==> config.mk <==
export PLATFORM = sky130hd
export DESIGN_NAME = dpio_ports
export DESIGN_NICKNAME = d
export VERILOG_FILES = /design/src/dpio_ports.v /design/src/dpio_sync.v
export VERILOG_INCLUDE_DIRS = /design/src
export SDC_FILE = /design/constraint.sdc
export NUM_CORES = 1
export LEC_CHECK = 0
export BUFFER_PORTS_ARGS = -buffer_cell sky130_fd_sc_hd__buf_2
export CAP_MARGIN = 15
export CORE_MARGIN = 5
export CORE_UTILIZATION = 34
export DETAILED_ROUTE_END_ITERATION = 16
export HOLD_SLACK_MARGIN = 0.02
export PLACE_DENSITY = 0.66
export SYNTH_ARGS = -nofsm -noshare
export SYNTH_HDL_FRONTEND = slang
export SYNTH_SLANG_ARGS = --single-unit
==> constraint.sdc <==
create_clock -name ref_clk -period 3.2 [get_ports ref_clk]
set_input_delay 0.48 -clock ref_clk [delete_from_list [all_inputs] [get_ports ref_clk]]
set_output_delay 0.48 -clock ref_clk [all_outputs]
set_load 0.1 [all_outputs]
==> src/dpio_map.vh <==
/*
 Register map, mode codes and reset values of the dual address/IO port block.
 Assumes the CPU bus presents 16-bit byte addresses.
*/
`ifndef DPIO_MAP_VH
`define DPIO_MAP_VH
`define DPIO_LOW_DIR_ADDR 16'hFF85
`define DPIO_LOW_DATA_ADDR 16'hFF87
`define DPIO_HIGH_DIR_ADDR 16'hFF88
`define DPIO_HIGH_DATA_ADDR 16'hFF8A
`define DPIO_DIR_RESET 8'h00
`define DPIO_DATA_RESET 8'h00
`define DPIO_DIR_READ 8'hFF
`define DPIO_UNMAPPED_READ 8'hFF
`define DPIO_MODE1 3'h1
`define DPIO_MODE2 3'h2
`define DPIO_MODE3 3'h3
`define DPIO_MODE4 3'h4
`define DPIO_MODE7 3'h7
`endif

==> src/dpio_ports.v <==
/*
 Two 8-bit memory-mapped ports: low port doubles as address 7..0, high port as address 15..8.
 Assumes a simple synchronous CPU register port and a mode code held stable by the chip.
*/
`timescale 1ns/100ps
`include "dpio_map.vh"
module dpio_ports #(
   parameter WIDTH = 8
) (
   input wire ref_clk,
   input wire arst_n,
   input wire hwStandby,
   input wire softStandby,
   input wire [2:0] mode,
   input wire [15:0] busAddr,
   input wire [15:0] regAddr,
   input wire regWrite,
   input wire regRead,
   input wire [WIDTH-1:0] regWdata,
   output reg [WIDTH-1:0] regRdata,
   output reg regRvalid,
   input wire [WIDTH-1:0] lowPinIn,
   output reg [WIDTH-1:0] lowPinOut,
   output reg [WIDTH-1:0] lowPinOe,
   input wire [WIDTH-1:0] highPinIn,
   output reg [WIDTH-1:0] highPinOut,
   output reg [WIDTH-1:0] highPinOe,
   output reg [WIDTH-1:0] highPullUp
);
   // Register state and next values
   reg [WIDTH-1:0] lowDir;
   reg [WIDTH-1:0] lowData;
   reg [WIDTH-1:0] highDir;
   reg [WIDTH-1:0] highData;
   reg [WIDTH-1:0] next_lowDir;
   reg [WIDTH-1:0] next_lowData;
   reg [WIDTH-1:0] next_highDir;
   reg [WIDTH-1:0] next_highData;

   // Synchronised pin levels
   wire [WIDTH-1:0] lowPinSync;
   wire [WIDTH-1:0] highPinSync;

   // Next values of the registered outputs
   reg [WIDTH-1:0] next_lowPinOut;
   reg [WIDTH-1:0] next_lowPinOe;
   reg [WIDTH-1:0] next_highPinOut;
   reg [WIDTH-1:0] next_highPinOe;
   reg [WIDTH-1:0] next_highPullUp;
   reg [WIDTH-1:0] next_regRdata;
   reg next_regRvalid;

   // Mode forcing and read mixing
   reg [WIDTH-1:0] lowEffDir;
   reg [WIDTH-1:0] highEffDir;
   reg [WIDTH-1:0] lowReadMix;
   reg [WIDTH-1:0] highReadMix;

   // Mode and address decode
   wire expanded;
   wire highFull;
   wire highSplit;
   wire highAddrMode;
   wire pullUpBlock;
   wire lowDirSel;
   wire lowDataSel;
   wire highDirSel;
   wire highDataSel;
   wire lowDirWr;
   wire lowDataWr;
   wire highDirWr;
   wire highDataWr;

   // Bitwise mix of latch and live pin by direction
   function [WIDTH-1:0] mixRead;
      input [WIDTH-1:0] dir;
      input [WIDTH-1:0] latch;
      input [WIDTH-1:0] pin;
      begin
         mixRead = (dir & latch) | (~dir & pin);
      end
   endfunction

   // Direction seen by the pins: all ones where the mode fixes it
   function [WIDTH-1:0] forceDir;
      input fixOnes;
      input [WIDTH-1:0] dir;
      begin
         forceDir = fixOnes ? {WIDTH{1'b1}} : dir;
      end
   endfunction

   // True when the mode code is either of two codes
   function isPair;
      input [2:0] code;
      input [2:0] first;
      input [2:0] second;
      begin
         isPair = (code == first) || (code == second);
      end
   endfunction

   // True in any of the four expanded modes
   function isExpanded;
      input [2:0] code;
      begin
         isExpanded = isPair(code, `DPIO_MODE1, `DPIO_MODE3) ||
                      isPair(code, `DPIO_MODE2, `DPIO_MODE4);
      end
   endfunction

   // True when the register address selects the given location
   function addrHit;
      input [15:0] addr;
      input [15:0] target;
      begin
         addrHit = (addr == target);
      end
   endfunction

   // Mode decode
   assign expanded = isExpanded(mode);
   assign highFull = isPair(mode, `DPIO_MODE1, `DPIO_MODE3);
   assign highSplit = isPair(mode, `DPIO_MODE2, `DPIO_MODE4);
   assign highAddrMode = highFull | highSplit;
   assign pullUpBlock = highFull | hwStandby;

   // Register address decode and write strobes
   assign lowDirSel = addrHit(regAddr, `DPIO_LOW_DIR_ADDR);
   assign lowDataSel = addrHit(regAddr, `DPIO_LOW_DATA_ADDR);
   assign highDirSel = addrHit(regAddr, `DPIO_HIGH_DIR_ADDR);
   assign highDataSel = addrHit(regAddr, `DPIO_HIGH_DATA_ADDR);
   assign lowDirWr = regWrite & lowDirSel;
   assign lowDataWr = regWrite & lowDataSel;
   assign highDirWr = regWrite & highDirSel;
   assign highDataWr = regWrite & highDataSel;

   dpio_sync #(.WIDTH(WIDTH)) lowSync (
      .ref_clk(ref_clk),
      .arst_n(arst_n),
      .asyncIn(lowPinIn),
      .syncOut(lowPinSync)
   );

   dpio_sync #(.WIDTH(WIDTH)) highSync (
      .ref_clk(ref_clk),
      .arst_n(arst_n),
      .asyncIn(highPinIn),
      .syncOut(highPinSync)
   );

   // Low direction: cleared by hardware standby, untouched by software standby
   always @* begin
      next_lowDir = lowDir;
      if (hwStandby) begin
         next_lowDir = `DPIO_DIR_RESET;
      end else if (lowDirWr) begin
         next_lowDir = regWdata;
      end
   end

   // Low data latch
   always @* begin
      next_lowData = lowData;
      if (hwStandby) begin
         next_lowData = `DPIO_DATA_RESET;
      end else if (lowDataWr) begin
         next_lowData = regWdata;
      end
   end

   // High direction: cleared by hardware standby, untouched by software standby
   always @* begin
      next_highDir = highDir;
      if (hwStandby) begin
         next_highDir = `DPIO_DIR_RESET;
      end else if (highDirWr) begin
         next_highDir = regWdata;
      end
   end

   // High data latch
   always @* begin
      next_highData = highData;
      if (hwStandby) begin
         next_highData = `DPIO_DATA_RESET;
      end else if (highDataWr) begin
         next_highData = regWdata;
      end
   end

   // Register state
   always @(posedge ref_clk or negedge arst_n) begin
      if (!arst_n) begin
         lowDir <= `DPIO_DIR_RESET;
         lowData <= `DPIO_DATA_RESET;
         highDir <= `DPIO_DIR_RESET;
         highData <= `DPIO_DATA_RESET;
      end else begin
         lowDir <= next_lowDir;
         lowData <= next_lowData;
         highDir <= next_highDir;
         highData <= next_highData;
      end
   end

   // Mode forcing of direction and read mixing
   always @* begin
      lowEffDir = forceDir(expanded, lowDir);
      highEffDir = forceDir(highFull, highDir);
      lowReadMix = mixRead(lowEffDir, lowData, lowPinSync);
      highReadMix = mixRead(highEffDir, highData, highPinSync);
   end

   // Low port: address byte in expanded modes, plain port otherwise
   always @* begin
      if (expanded) begin
         next_lowPinOut = busAddr[7:0];
      end else begin
         next_lowPinOut = lowData;
      end
      next_lowPinOe = lowEffDir;
   end

   // High port: address byte in modes 1 to 4, driven only on direction-output pins in modes 2 and 4
   always @* begin
      if (highAddrMode) begin
         next_highPinOut = busAddr[15:8];
      end else begin
         next_highPinOut = highData;
      end
      next_highPinOe = highEffDir;
   end

   // Pull-ups: off in modes 1 and 3 and in hardware standby
   always @* begin
      if (pullUpBlock) begin
         next_highPullUp = {WIDTH{1'b0}};
      end else begin
         next_highPullUp = ~highDir & highData;
      end
   end

   // Read data: direction registers read as all ones, held between reads
   always @* begin
      if (lowDirSel || highDirSel) begin
         next_regRdata = `DPIO_DIR_READ;
      end else if (lowDataSel) begin
         next_regRdata = lowReadMix;
      end else if (highDataSel) begin
         next_regRdata = highReadMix;
      end else begin
         next_regRdata = `DPIO_UNMAPPED_READ;
      end
      if (!regRead) begin
         next_regRdata = regRdata;
      end
      next_regRvalid = regRead;
   end

   // Low port pins
   always @(posedge ref_clk or negedge arst_n) begin
      if (!arst_n) begin
         lowPinOut <= {WIDTH{1'b0}};
         lowPinOe <= {WIDTH{1'b0}};
      end else begin
         lowPinOut <= next_lowPinOut;
         lowPinOe <= next_lowPinOe;
      end
   end

   // High port pins and pull-ups
   always @(posedge ref_clk or negedge arst_n) begin
      if (!arst_n) begin
         highPinOut <= {WIDTH{1'b0}};
         highPinOe <= {WIDTH{1'b0}};
         highPullUp <= {WIDTH{1'b0}};
      end else begin
         highPinOut <= next_highPinOut;
         highPinOe <= next_highPinOe;
         highPullUp <= next_highPullUp;
      end
   end

   // Read port
   always @(posedge ref_clk or negedge arst_n) begin
      if (!arst_n) begin
         regRdata <= {WIDTH{1'b0}};
         regRvalid <= 1'b0;
      end else begin
         regRdata <= next_regRdata;
         regRvalid <= next_regRvalid;
      end
   end
endmodule // dpio_ports

==> src/dpio_sync.v <==
/*
 Two-flop synchroniser for a vector of pin inputs.
 Assumes the pins are asynchronous to ref_clk.
*/
`timescale 1ns/100ps
module dpio_sync #(
   parameter WIDTH = 8
) (
   input wire ref_clk,
   input wire arst_n,
   input wire [WIDTH-1:0] asyncIn,
   output reg [WIDTH-1:0] syncOut
);
   reg [WIDTH-1:0] stageOne;

   always @(posedge ref_clk or negedge arst_n) begin
      if (!arst_n) begin
         stageOne <= {WIDTH{1'b0}};
         syncOut <= {WIDTH{1'b0}};
      end else begin
         stageOne <= asyncIn;
         syncOut <= stageOne;
      end
   end
endmodule // dpio_sync

==> impl_metrics.env, run 1 <==
export IMPL_clock_latency_ps=410
export IMPL_multi_input_area_um2=1430
export IMPL_arrival_ps=2690
export IMPL_cts_buffers=17
export IMPL_p_leak_uw=0.00263
export IMPL_relSlewSlack_pct=32.0
export IMPL_critical_path_slowest_stage_cell="a2111oi_0"
export IMPL_synthMostInstantiatedCell="dfrtp_1"
export IMPL_worst_clock_skew_ps=12.9
export IMPL_hpwlAfterDp_um=8120
export IMPL_drt_wirelength_per_cell_um=17.9
export IMPL_yosys_most_used_dff="dfrtp_1"
export IMPL_final_util_pct=45.4
export IMPL_report_final_hold_viol_count=0
export IMPL_vias_per_cell=5.23
export IMPL_required_ps=3440
export IMPL_wirelength_um=11800
export IMPL_rsz0062_at_grt="no"
export IMPL_clock_tree_htree_level_count=4
export IMPL_initial_antenna_violation_count=1
export IMPL_maximum_fanout_along_the_worst_path=8
export IMPL_drt_iter0_drc=271
export IMPL_status="finished clean"
export IMPL_ys_top_cells_by_count="dfrtp_1 (113), a21oi_1 (33), nand3_1 (32), o21ai_0 (20), nor3b_1 (17)"
export IMPL_place_port_buffers=112
export IMPL_gpl_final_weighted_congestion=0.805
export IMPL_yosys_warnings=0
export IMPL_clk_pin_slew_ps=50
export IMPL_ys_types=34
export IMPL_postSynthRegisterBits=113
export IMPL_cp_cell_sequence="buf_2 -> nor4b_4 -> nand4_1 -> a2111oi_0 -> o22ai_1"
export IMPL_number_of_buffers_on_the_longest_clock_path=2
export IMPL_worst_setup_path_end_kind="flip-flop"
export IMPL_syn_cell_area_um2=4400
export IMPL_synth_cells=364
export IMPL_synth_top_cell_by_area="dfrtp_1"
export IMPL_syn_mean_instance_area_um2=12.1
export IMPL_synth_edff_count=0
export IMPL_cts_resized=0
export IMPL_die_y_um=124
export IMPL_die_area_um2=15300
export IMPL_diodes=0
export IMPL_areaGrowthSynthToFinish_pct=30.6
export IMPL_synth_async_sr_flop_share_pct=100
export IMPL_dp_worst_setup_slack_ps=514
export IMPL_power_density_cell_area_nw_per_um2=677
export IMPL_vias_in_the_first_global_route=3596
export IMPL_sequential_cell_area_in_the_final_layout_um2=2830
export IMPL_final_setup_tns_ps=0
export IMPL_worstMarginPinSlew_ps=1020
export IMPL_synth_net_count=429
export IMPL_overflow=0
export IMPL_finalCritPeriodShare_pct=76.6
export IMPL_cts_sink_count=113
export IMPL_max_clock_freq_mhz=408
export IMPL_design_core_area_um2=12700
export IMPL_die_x_um=124
export IMPL_ctsRootBufferMaster="clkbuf_16"
export IMPL_remaining_drc_errors=0
export IMPL_max_vdd_ir_drop_v=0.000544
export IMPL_fillers=1192
export IMPL_seq_area_frac_synth_pct=64.2
export IMPL_cts_hold_buffers_added=0
export IMPL_final_nets=541
export IMPL_setup_viol=0
export IMPL_grtUsageTotal_pct=16.4
export IMPL_setup_slack_ps=749
export IMPL_grt_pass1_wl_um=18500
export IMPL_kind_of_critical_path="in -> reg"
export IMPL_worst_setup_path_start_kind="primary input"
export IMPL_layout_min_cycle_time_ps=2450
export IMPL_drv_cap=0
export IMPL_initial_standard_cell_utilization_of_the_core_pct=34.7
export IMPL_rows=41
export IMPL_synthDominantCellAreaShare_pct=64.2
export IMPL_clock_tree_from_tritoncts="built"
export IMPL_ant_nets=0
export IMPL_post_cts_repair_setup_buffers=0
export IMPL_drt_pass1_iter_count=5
export IMPL_io_pins=114
export IMPL_critical_path_top_delay_family="simple AND/OR/NAND/NOR gates"
export IMPL_route_vias_total=3452
export IMPL_grt_max_degree=68
export IMPL_final_slew_violations=0
export IMPL_hold_path_class="in -> reg"
export IMPL_post_synth_main_area_contributors="dfrtp_1 (64%), mux2_1 (4.1%), a21oi_1 (3.8%), nand3_1 (3.6%), nor3b_1 (2.9%)"
export IMPL_drive_above_1_share_pct=32.2
export IMPL_critPathMaxStageDelay_ps=850
export IMPL_critical_path_n_buffers_inverters=1
-- cell families (layout without fill, tap and decap cells) --
| logic type | after synthesis | in the layout | share of synthesized area, % |
|---|---|---|---|
| buffers and inverters | 34 | 158 | 3.30 |
| DFF | 113 | 113 | 64.2 |
| muxes | 16 | 16 | 4.09 |
| AOI/OAI and AO/OA | 115 | 115 | 16.2 |
| and+or+nand+nor | 86 | 86 | 12.1 |
-- where the power goes --
part,total [uW],internal [uW],switching [uW]
clock,1990,1370,625
combinational,411,83.2,328
sequential,1490,1480,11.2
-- final timing paths --
check                                          start             endpoint  slack (ps)  cells past startpoint
worst max-delay path                      regAddr[5]          regRdata[0]         750                      5
worst min-delay path                     lowPinIn[4]  lowSync.stageOne[4]         170                      1
worst max register to register             lowDir[0]          regRdata[0]        1530                      3
worst min register to register  highSync.stageOne[2]  highSync.syncOut[2]         340                      0
max in group asynchronous                     arst_n        highPinOut[0]        2280                      2
min in group asynchronous                     arst_n  lowSync.stageOne[4]         190                      1
-- layer usage --
layer  vias to the layer above  global-route usage [%]  routed length [um]
li1                       1566                       -                   -
met1                      1716                    20.5                4890
met2                       153                    25.8                5650
met3                        15                    5.72                1090
met4                         2                    6.85                 187
met5                         -                       0                  10
-- cell usage in the layout, fill, tap and decap left out, drive strengths merged, types with 9 or more instances in the layout --
| master | netlist | routed |
|---|---|---|
| o21ai | 33 | 33 |
| buf | 10 | 118 |
| nand3 | 32 | 32 |
| nor3b | 17 | 17 |
| dfrtp | 113 | 113 |
| mux2 | 16 | 16 |
| inv | 9 | 9 |
| clkbuf | 15 | 19 |
| a21oi | 33 | 33 |
-- cell type report --
cell class                 instances  area share [%]
tap                              172            3.74
clock inverter                    12            3.31
sequential                       113            49.2
inverter                           9           0.588
timing repair buffer             118            10.8
clock buffer                      19            7.53
multi-input combinational        217            24.9
-- stage by stage --
step	power (uW)	instance area [um^2]	std cells	hold WS [ps]
floorplan	1790	4400	364	184
global route	4030	5750	660	153
global placement	1920	5130	629	333
detailed placement	1930	5130	629	335
CTS	3930	5750	660	159
finish	3890	5750	660	172
Note: power is estimated with default switching activity, not from simulation.
==> run 2: changes to the inputs <==
--- a/config.mk
+++ b/config.mk
@@ -12,7 +12,7 @@
 export CORE_UTILIZATION = 34
 export DETAILED_ROUTE_END_ITERATION = 16
 export HOLD_SLACK_MARGIN = 0.02
-export PLACE_DENSITY = 0.66
+export PLACE_DENSITY = 0.68
 export SYNTH_ARGS = -nofsm -noshare
 export SYNTH_HDL_FRONTEND = slang
 export SYNTH_SLANG_ARGS = --single-unit
==> constraint.sdc (replaced) <==
create_clock -name ref_clk -period 2.16 [get_ports ref_clk]
set_input_delay 0.324 -clock ref_clk [delete_from_list [all_inputs] [get_ports ref_clk]]
set_output_delay 0.324 -clock ref_clk [all_outputs]
set_load 0.1 [all_outputs]
==> run 2 against run 1 <==
Routed wire length grew 2.2%. Sequential share of layout area shrank 2.1 points. First-iteration DRC count shrank 10%. Cell count grew 5.3%. Power grew 39%. Clock power grew 28%. Utilization grew 2.0 points. Sequential power grew 48%. Die area is the same. Design area grew 4.4%. Critical endpoint is now regRdata[1]. Flip-flop and latch count is the same. Clock-buffer cell count grew 6.
==> impl_metrics.env, run 2 (same netlist as run 1, synthesis figures left out) <==
export IMPL_grt_max_degree=45
export IMPL_hold_path_class="in -> reg"
export IMPL_layout_commonest_cell="dfrtp_1"
export IMPL_drv_cap=0
export IMPL_clock_latency_ps=400
export IMPL_maximum_fanout_along_the_worst_path=12
export IMPL_remaining_drc_errors=0
export IMPL_worst_clock_skew_ps=7.85
export IMPL_drt_iter0_drc=244
export IMPL_layout_min_cycle_time_ps=2040
export IMPL_die_y_um=124
export IMPL_max_clock_freq_mhz=491
export IMPL_report_final_hold_viol_count=0
export IMPL_relSlewSlack_pct=40.5
export IMPL_drive_above_1_share_pct=33.3
export IMPL_p_comb_share_pct=11.9
export IMPL_place_port_buffers=112
export IMPL_route_vias_total=3582
export IMPL_power_density_cell_area_nw_per_um2=901
export IMPL_finalCritPeriodShare_pct=94.3
export IMPL_max_vdd_ir_drop_v=0.000544
export IMPL_rows=41
export IMPL_power_net_switching_uw=1380
export IMPL_grtUsageTotal_pct=16.7
export IMPL_ant_nets=0
export IMPL_drt_pass1_iter_count=7
export IMPL_finalHoldWorstSlack_ps=58.1
export IMPL_clock_tree_from_tritoncts="built"
export IMPL_cell_internal_pwr_uw=4030
export IMPL_hpwlAfterDp_um=8700
export IMPL_final_util_pct=47.4
export IMPL_worstMarginPinSlew_ps=870
export IMPL_status="finished clean"
export IMPL_critical_path_slowest_stage_cell="a2111oi_0"
export IMPL_power_share_of_the_clock_group_pct=47.2
export IMPL_gpl_final_weighted_congestion=0.817
export IMPL_vias_in_the_first_global_route=3755
export IMPL_initial_antenna_violation_count=1
export IMPL_areaGrowthSynthToFinish_pct=36.4
export IMPL_drt_wirelength_per_cell_um=17.4
export IMPL_io_pins=114
export IMPL_cts_resized=0
export IMPL_numPlacedInstances=648
export IMPL_ctsRootBufferMaster="clkbuf_16"
export IMPL_clock_tree_htree_level_count=4
export IMPL_required_ps=2420
export IMPL_critical_path_n_buffers_inverters=2
export IMPL_post_cts_repair_setup_buffers=0
export IMPL_clk_pin_slew_ps=50
export IMPL_number_of_buffers_on_the_longest_clock_path=2
export IMPL_cp_cell_sequence="buf_2 -> or3_1 -> a21o_1 -> a2111oi_0 -> buf_4 -> o22ai_1"
export IMPL_grt_pass1_wl_um=19000
export IMPL_die_area_um2=15300
export IMPL_worst_setup_path_start_kind="primary input"
export IMPL_initial_standard_cell_utilization_of_the_core_pct=34.7
export IMPL_placement_cell_area_um2=5290
export IMPL_diodes=0
export IMPL_wirelength_um=12100
export IMPL_dp_worst_setup_slack_ps=-293
export IMPL_critical_path_top_delay_family="compound AO/OA/AOI/OAI gates"
export IMPL_overflow=0
export IMPL_kind_of_critical_path="in -> reg"
export IMPL_finish_instance_area_um2=6000
export IMPL_commonest_non_fill_non_tap_cells_in_the_layout="dfrtp_1 (113), buf_2 (111), a21oi_1 (33)"
export IMPL_sequential_share_of_power_pct=40.9
export IMPL_switching_share_pct=25.5
export IMPL_die_x_um=124
export IMPL_arrival_ps=2300
export IMPL_cts_sink_count=113
export IMPL_design_core_area_um2=12700
export IMPL_number_of_non_filler_instances_in_the_completed_layout=695
export IMPL_final_nets=576
export IMPL_worst_setup_path_end_kind="flip-flop"
export IMPL_final_slew_violations=0
export IMPL_vias_per_cell=5.15
export IMPL_setup_slack_ps=124
export IMPL_critPathMaxStageDelay_ps=760
export IMPL_cts_buffers=17
export IMPL_p_leak_uw=0.00277
export IMPL_setup_viol=0
export IMPL_rsz0062_at_grt="no"
-- run 2: cell count changes in the layout (fill, tap and decap cells not counted), sizes merged --
cell / delta
clkinvlp: -2
dlygate4sd3: +16
bufinv: -4
clkbuf: +6
buf: +19
-- run 2: final cells by class --
type | count | area, um^2
fill | 1198 | 6670
sequential | 113 | 2830
multi-input combinational | 217 | 1430
timing repair buffer | 153 | 948
clock buffer | 25 | 495
tap | 172 | 215
clock inverter | 6 | 55.1
inverter | 9 | 33.8
-- run 2: layer usage --
metal | global-route usage [%] | vias up | wire [um]
li1 | - | 1638 | -
met1 | 21.7 | 1738 | 5100
met2 | 26.1 | 184 | 5710
met3 | 5.59 | 22 | 1090
met4 | 5.95 | 0 | 189
met5 | 0 | - | 0
-- run 2: repair_timing --
item,CTS,global route
hold endpoints to repair,56,1
setup endpoints to repair,0,0
hold buffers,15,1
-- run 2: worst paths after layout --
path	end	start	cells past startpoint	slack (ps)
setup / recovery	regRdata[1]	mode[1]	6	120
hold / removal	highSync.stageOne[7]	highPinIn[7]	1	60
setup reg to reg	regRdata[1]	lowDir[1]	4	410
hold reg to reg	lowSync.syncOut[7]	lowSync.stageOne[7]	0	350
max in group asynchronous	highPinOut[0]	arst_n	3	1050
min in group asynchronous	lowSync.stageOne[3]	arst_n	2	480
-- run 2: worst reg2reg max path: cells and delay by family, from the launching register on --
| kind | cells | cell delay (ps) |
|---|---|---|
| DFF | 1 | 390 |
| AOI/OAI and AO/OA | 3 | 1000 |
| buffers and inverters | 1 | 220 |
-- run 2: power groups by stage --
stage               registers [uW]  logic, uW  clock network (uW)
finish                        2210        646                2550
global route                  2220        685                2710
CTS                           2210        651                2600
detailed placement            2250        628                   0
global placement              2240        618                   0
floorplan                     2550        109                   0
-- run 2: per-stage QoR --
stage	setup TNS [ps]	total power, uW
detailed placement	-1010	2870
CTS	0	5470
floorplan	0	2660
finish	0	5410
global route	0	5610
global placement	-919	2860
==> run 3: changes to the inputs <==
==> constraint.sdc (replaced) <==
create_clock -name ref_clk -period 1.7 [get_ports ref_clk]
set_input_delay 0.255 -clock ref_clk [delete_from_list [all_inputs] [get_ports ref_clk]]
set_output_delay 0.255 -clock ref_clk [all_outputs]
set_load 0.1 [all_outputs]
==> run 3 against run 2 <==
Clock-buffer cell count unchanged. Largest cell class unchanged. Power up 34%. Cell count up 0.72%. Utilization up 1.1 points. Critical path type unchanged. First-iteration DRC count down 27%. Non-clock buffer count up 6. Worst hold slack better by 4.5 ps. Setup slack worse by 74 ps. Combinational power up 31%. Die area unchanged. Flip-flop and latch count unchanged. Clock skew up 1.4 ps.
==> impl_metrics.env, run 3 (same netlist as run 1, synthesis figures left out) <==
export IMPL_finalCritPeriodShare_pct=97.1
export IMPL_initial_antenna_violation_count=1
export IMPL_areaGrowthSynthToFinish_pct=39.7
export IMPL_cp_cell_sequence="buf_2 -> or3_1 -> buf_4 -> a21o_1 -> a2111oi_0 -> o22ai_1"
export IMPL_worstMarginPinSlew_ps=602
export IMPL_worst_setup_path_start_kind="primary input"
export IMPL_final_slew_violations=0
export IMPL_fillers=1170
export IMPL_max_clock_freq_mhz=606
export IMPL_route_vias_total=3511
export IMPL_critPathMaxStageDelay_ps=590
export IMPL_clk_pin_slew_ps=50
export IMPL_grtUsageTotal_pct=16.7
export IMPL_drive_above_1_share_pct=33.9
export IMPL_required_ps=1950
export IMPL_kind_of_critical_path="in -> reg"
export IMPL_final_nets=582
export IMPL_hpwlAfterDp_um=8540
export IMPL_power_uw=7240
export IMPL_overflow=0
export IMPL_power_share_of_the_clock_group_pct=49.5
export IMPL_ant_nets=0
export IMPL_arrival_ps=1900
export IMPL_power_net_switching_uw=1760
export IMPL_die_y_um=124
export IMPL_cell_internal_pwr_uw=5470
export IMPL_status="finished clean"
export IMPL_clock_tree_htree_level_count=4
export IMPL_worst_setup_path_end_kind="flip-flop"
export IMPL_rsz0062_at_grt="no"
export IMPL_drv_cap=0
export IMPL_drt_pass1_iter_count=4
export IMPL_vias_per_cell=5.02
export IMPL_layout_min_cycle_time_ps=1650
export IMPL_clock_tree_from_tritoncts="built"
export IMPL_remaining_drc_errors=0
export IMPL_die_x_um=124
export IMPL_hold_path_class="in -> reg"
export IMPL_diodes=0
export IMPL_wirelength_um=11900
export IMPL_post_cts_repair_setup_buffers=0
export IMPL_p_comb_share_pct=11.7
export IMPL_finalHoldWorstSlack_ps=62.6
export IMPL_cts_buffers=17
export IMPL_multi_input_area_um2=1430
export IMPL_rows=41
export IMPL_p_leak_uw=0.00283
export IMPL_clock_latency_ps=410
export IMPL_report_final_hold_viol_count=0
export IMPL_layout_commonest_cell="dfrtp_1"
export IMPL_vias_in_the_first_global_route=3626
export IMPL_critical_path_slowest_stage_cell="a2111oi_0"
export IMPL_cts_sink_count=113
export IMPL_commonest_non_fill_non_tap_cells_in_the_layout="dfrtp_1 (113), buf_2 (111), a21oi_1 (33)"
export IMPL_grt_max_degree=41
export IMPL_relSlewSlack_pct=58.8
export IMPL_max_vdd_ir_drop_v=0.000878
export IMPL_number_of_buffers_on_the_longest_clock_path=2
export IMPL_power_density_cell_area_nw_per_um2=1180
export IMPL_drt_iter0_drc=177
export IMPL_ctsRootBufferMaster="clkbuf_16"
export IMPL_drt_wirelength_per_cell_um=17.0
export IMPL_grt_pass1_wl_um=18800
export IMPL_die_area_um2=15300
export IMPL_switching_share_pct=24.4
export IMPL_sequential_cell_area_in_the_final_layout_um2=2830
export IMPL_place_port_buffers=112
export IMPL_design_core_area_um2=12700
export IMPL_io_pins=114
export IMPL_sequential_share_of_power_pct=38.8
export IMPL_initial_standard_cell_utilization_of_the_core_pct=34.7
export IMPL_setup_viol=0
export IMPL_maximum_fanout_along_the_worst_path=15
export IMPL_worst_clock_skew_ps=9.22
export IMPL_gpl_final_weighted_congestion=0.825
run 3: changes by cell type in the layout (fill, tap and decap cells not counted), moves of 2 or more:
cell and change:
clkinv_2 -3, buf_4 +2, bufinv_16 +2, a2111oi_1 +2, a2111oi_0 -2, buf_12 +3
run 3: critical path, delay by kind of cell:
family | cells | cell delay (ps)
AND/OR/NAND/NOR | 1 | 370
AO/OA/AOI/OAI | 3 | 970
buffers and inverters | 2 | 300
run 3: power groups by stage:
stage | Combinational (uW) | Sequential (uW) | Clock [uW]
after floorplan | 139 | 3240 | 0
after global placement | 813 | 2850 | 0
after detailed placement | 823 | 2850 | 0
after CTS | 855 | 2810 | 3680
after global routing | 895 | 2810 | 3820
final | 844 | 2810 | 3590
run 3: worst paths after layout:
| check | startpoint | endpoint | slack [ps] | cells after the start |
|---|---|---|---|---|
| min reg2reg | lowSync.stageOne[1] | lowSync.syncOut[1] | 340 | 0 |
| max in group asynchronous | arst_n | highData[4] | 720 | 3 |
| min | busAddr[10] | highPinOut[2] | 60 | 2 |
| max | mode[1] | regRdata[0] | 50 | 6 |
| max reg2reg | lowDir[0] | regRdata[0] | 200 | 3 |
| min in group asynchronous | arst_n | lowDir[5] | 360 | 2 |
run 3: final cells by class:
class,instances,area share (%)
repair buffers,159,16.8
flip-flops and latches,113,46.0
clock buffers,25,8.22
inverters,9,0.550
multi-input cells,217,23.3
well taps,172,3.50
clock inverters,5,1.63
run 3: metrics by stage:
stage	TNS [ps]	setup WS, ps	util [%]	instance area [um^2]	instances
finish	0	49.9	48.5	6150	700
floorplan	0	8.78	-	4400	364
global route	0	30.2	48.5	6150	700
CTS	0	8.55	48.5	6140	700
detailed placement	-3310	-430	42.4	5370	653
global placement	-2950	-427	42.4	5370	653
run 3: repair_timing:
item | in CTS | in global routing
hold buffers | 17 | 0
endpoints found under the setup margin | 0 | 2
gates resized for setup | 0 | 2
endpoints found under the hold margin | 49 | 0
run 3: routing by layer:
layer	GRT usage, %	part of all wire [%]	vias up
met5	0	0.092	-
met4	5.47	1.2	2
met3	6.54	9.0	14
met2	25.9	48	133
met1	21.4	42	1719
li1	-	-	1643
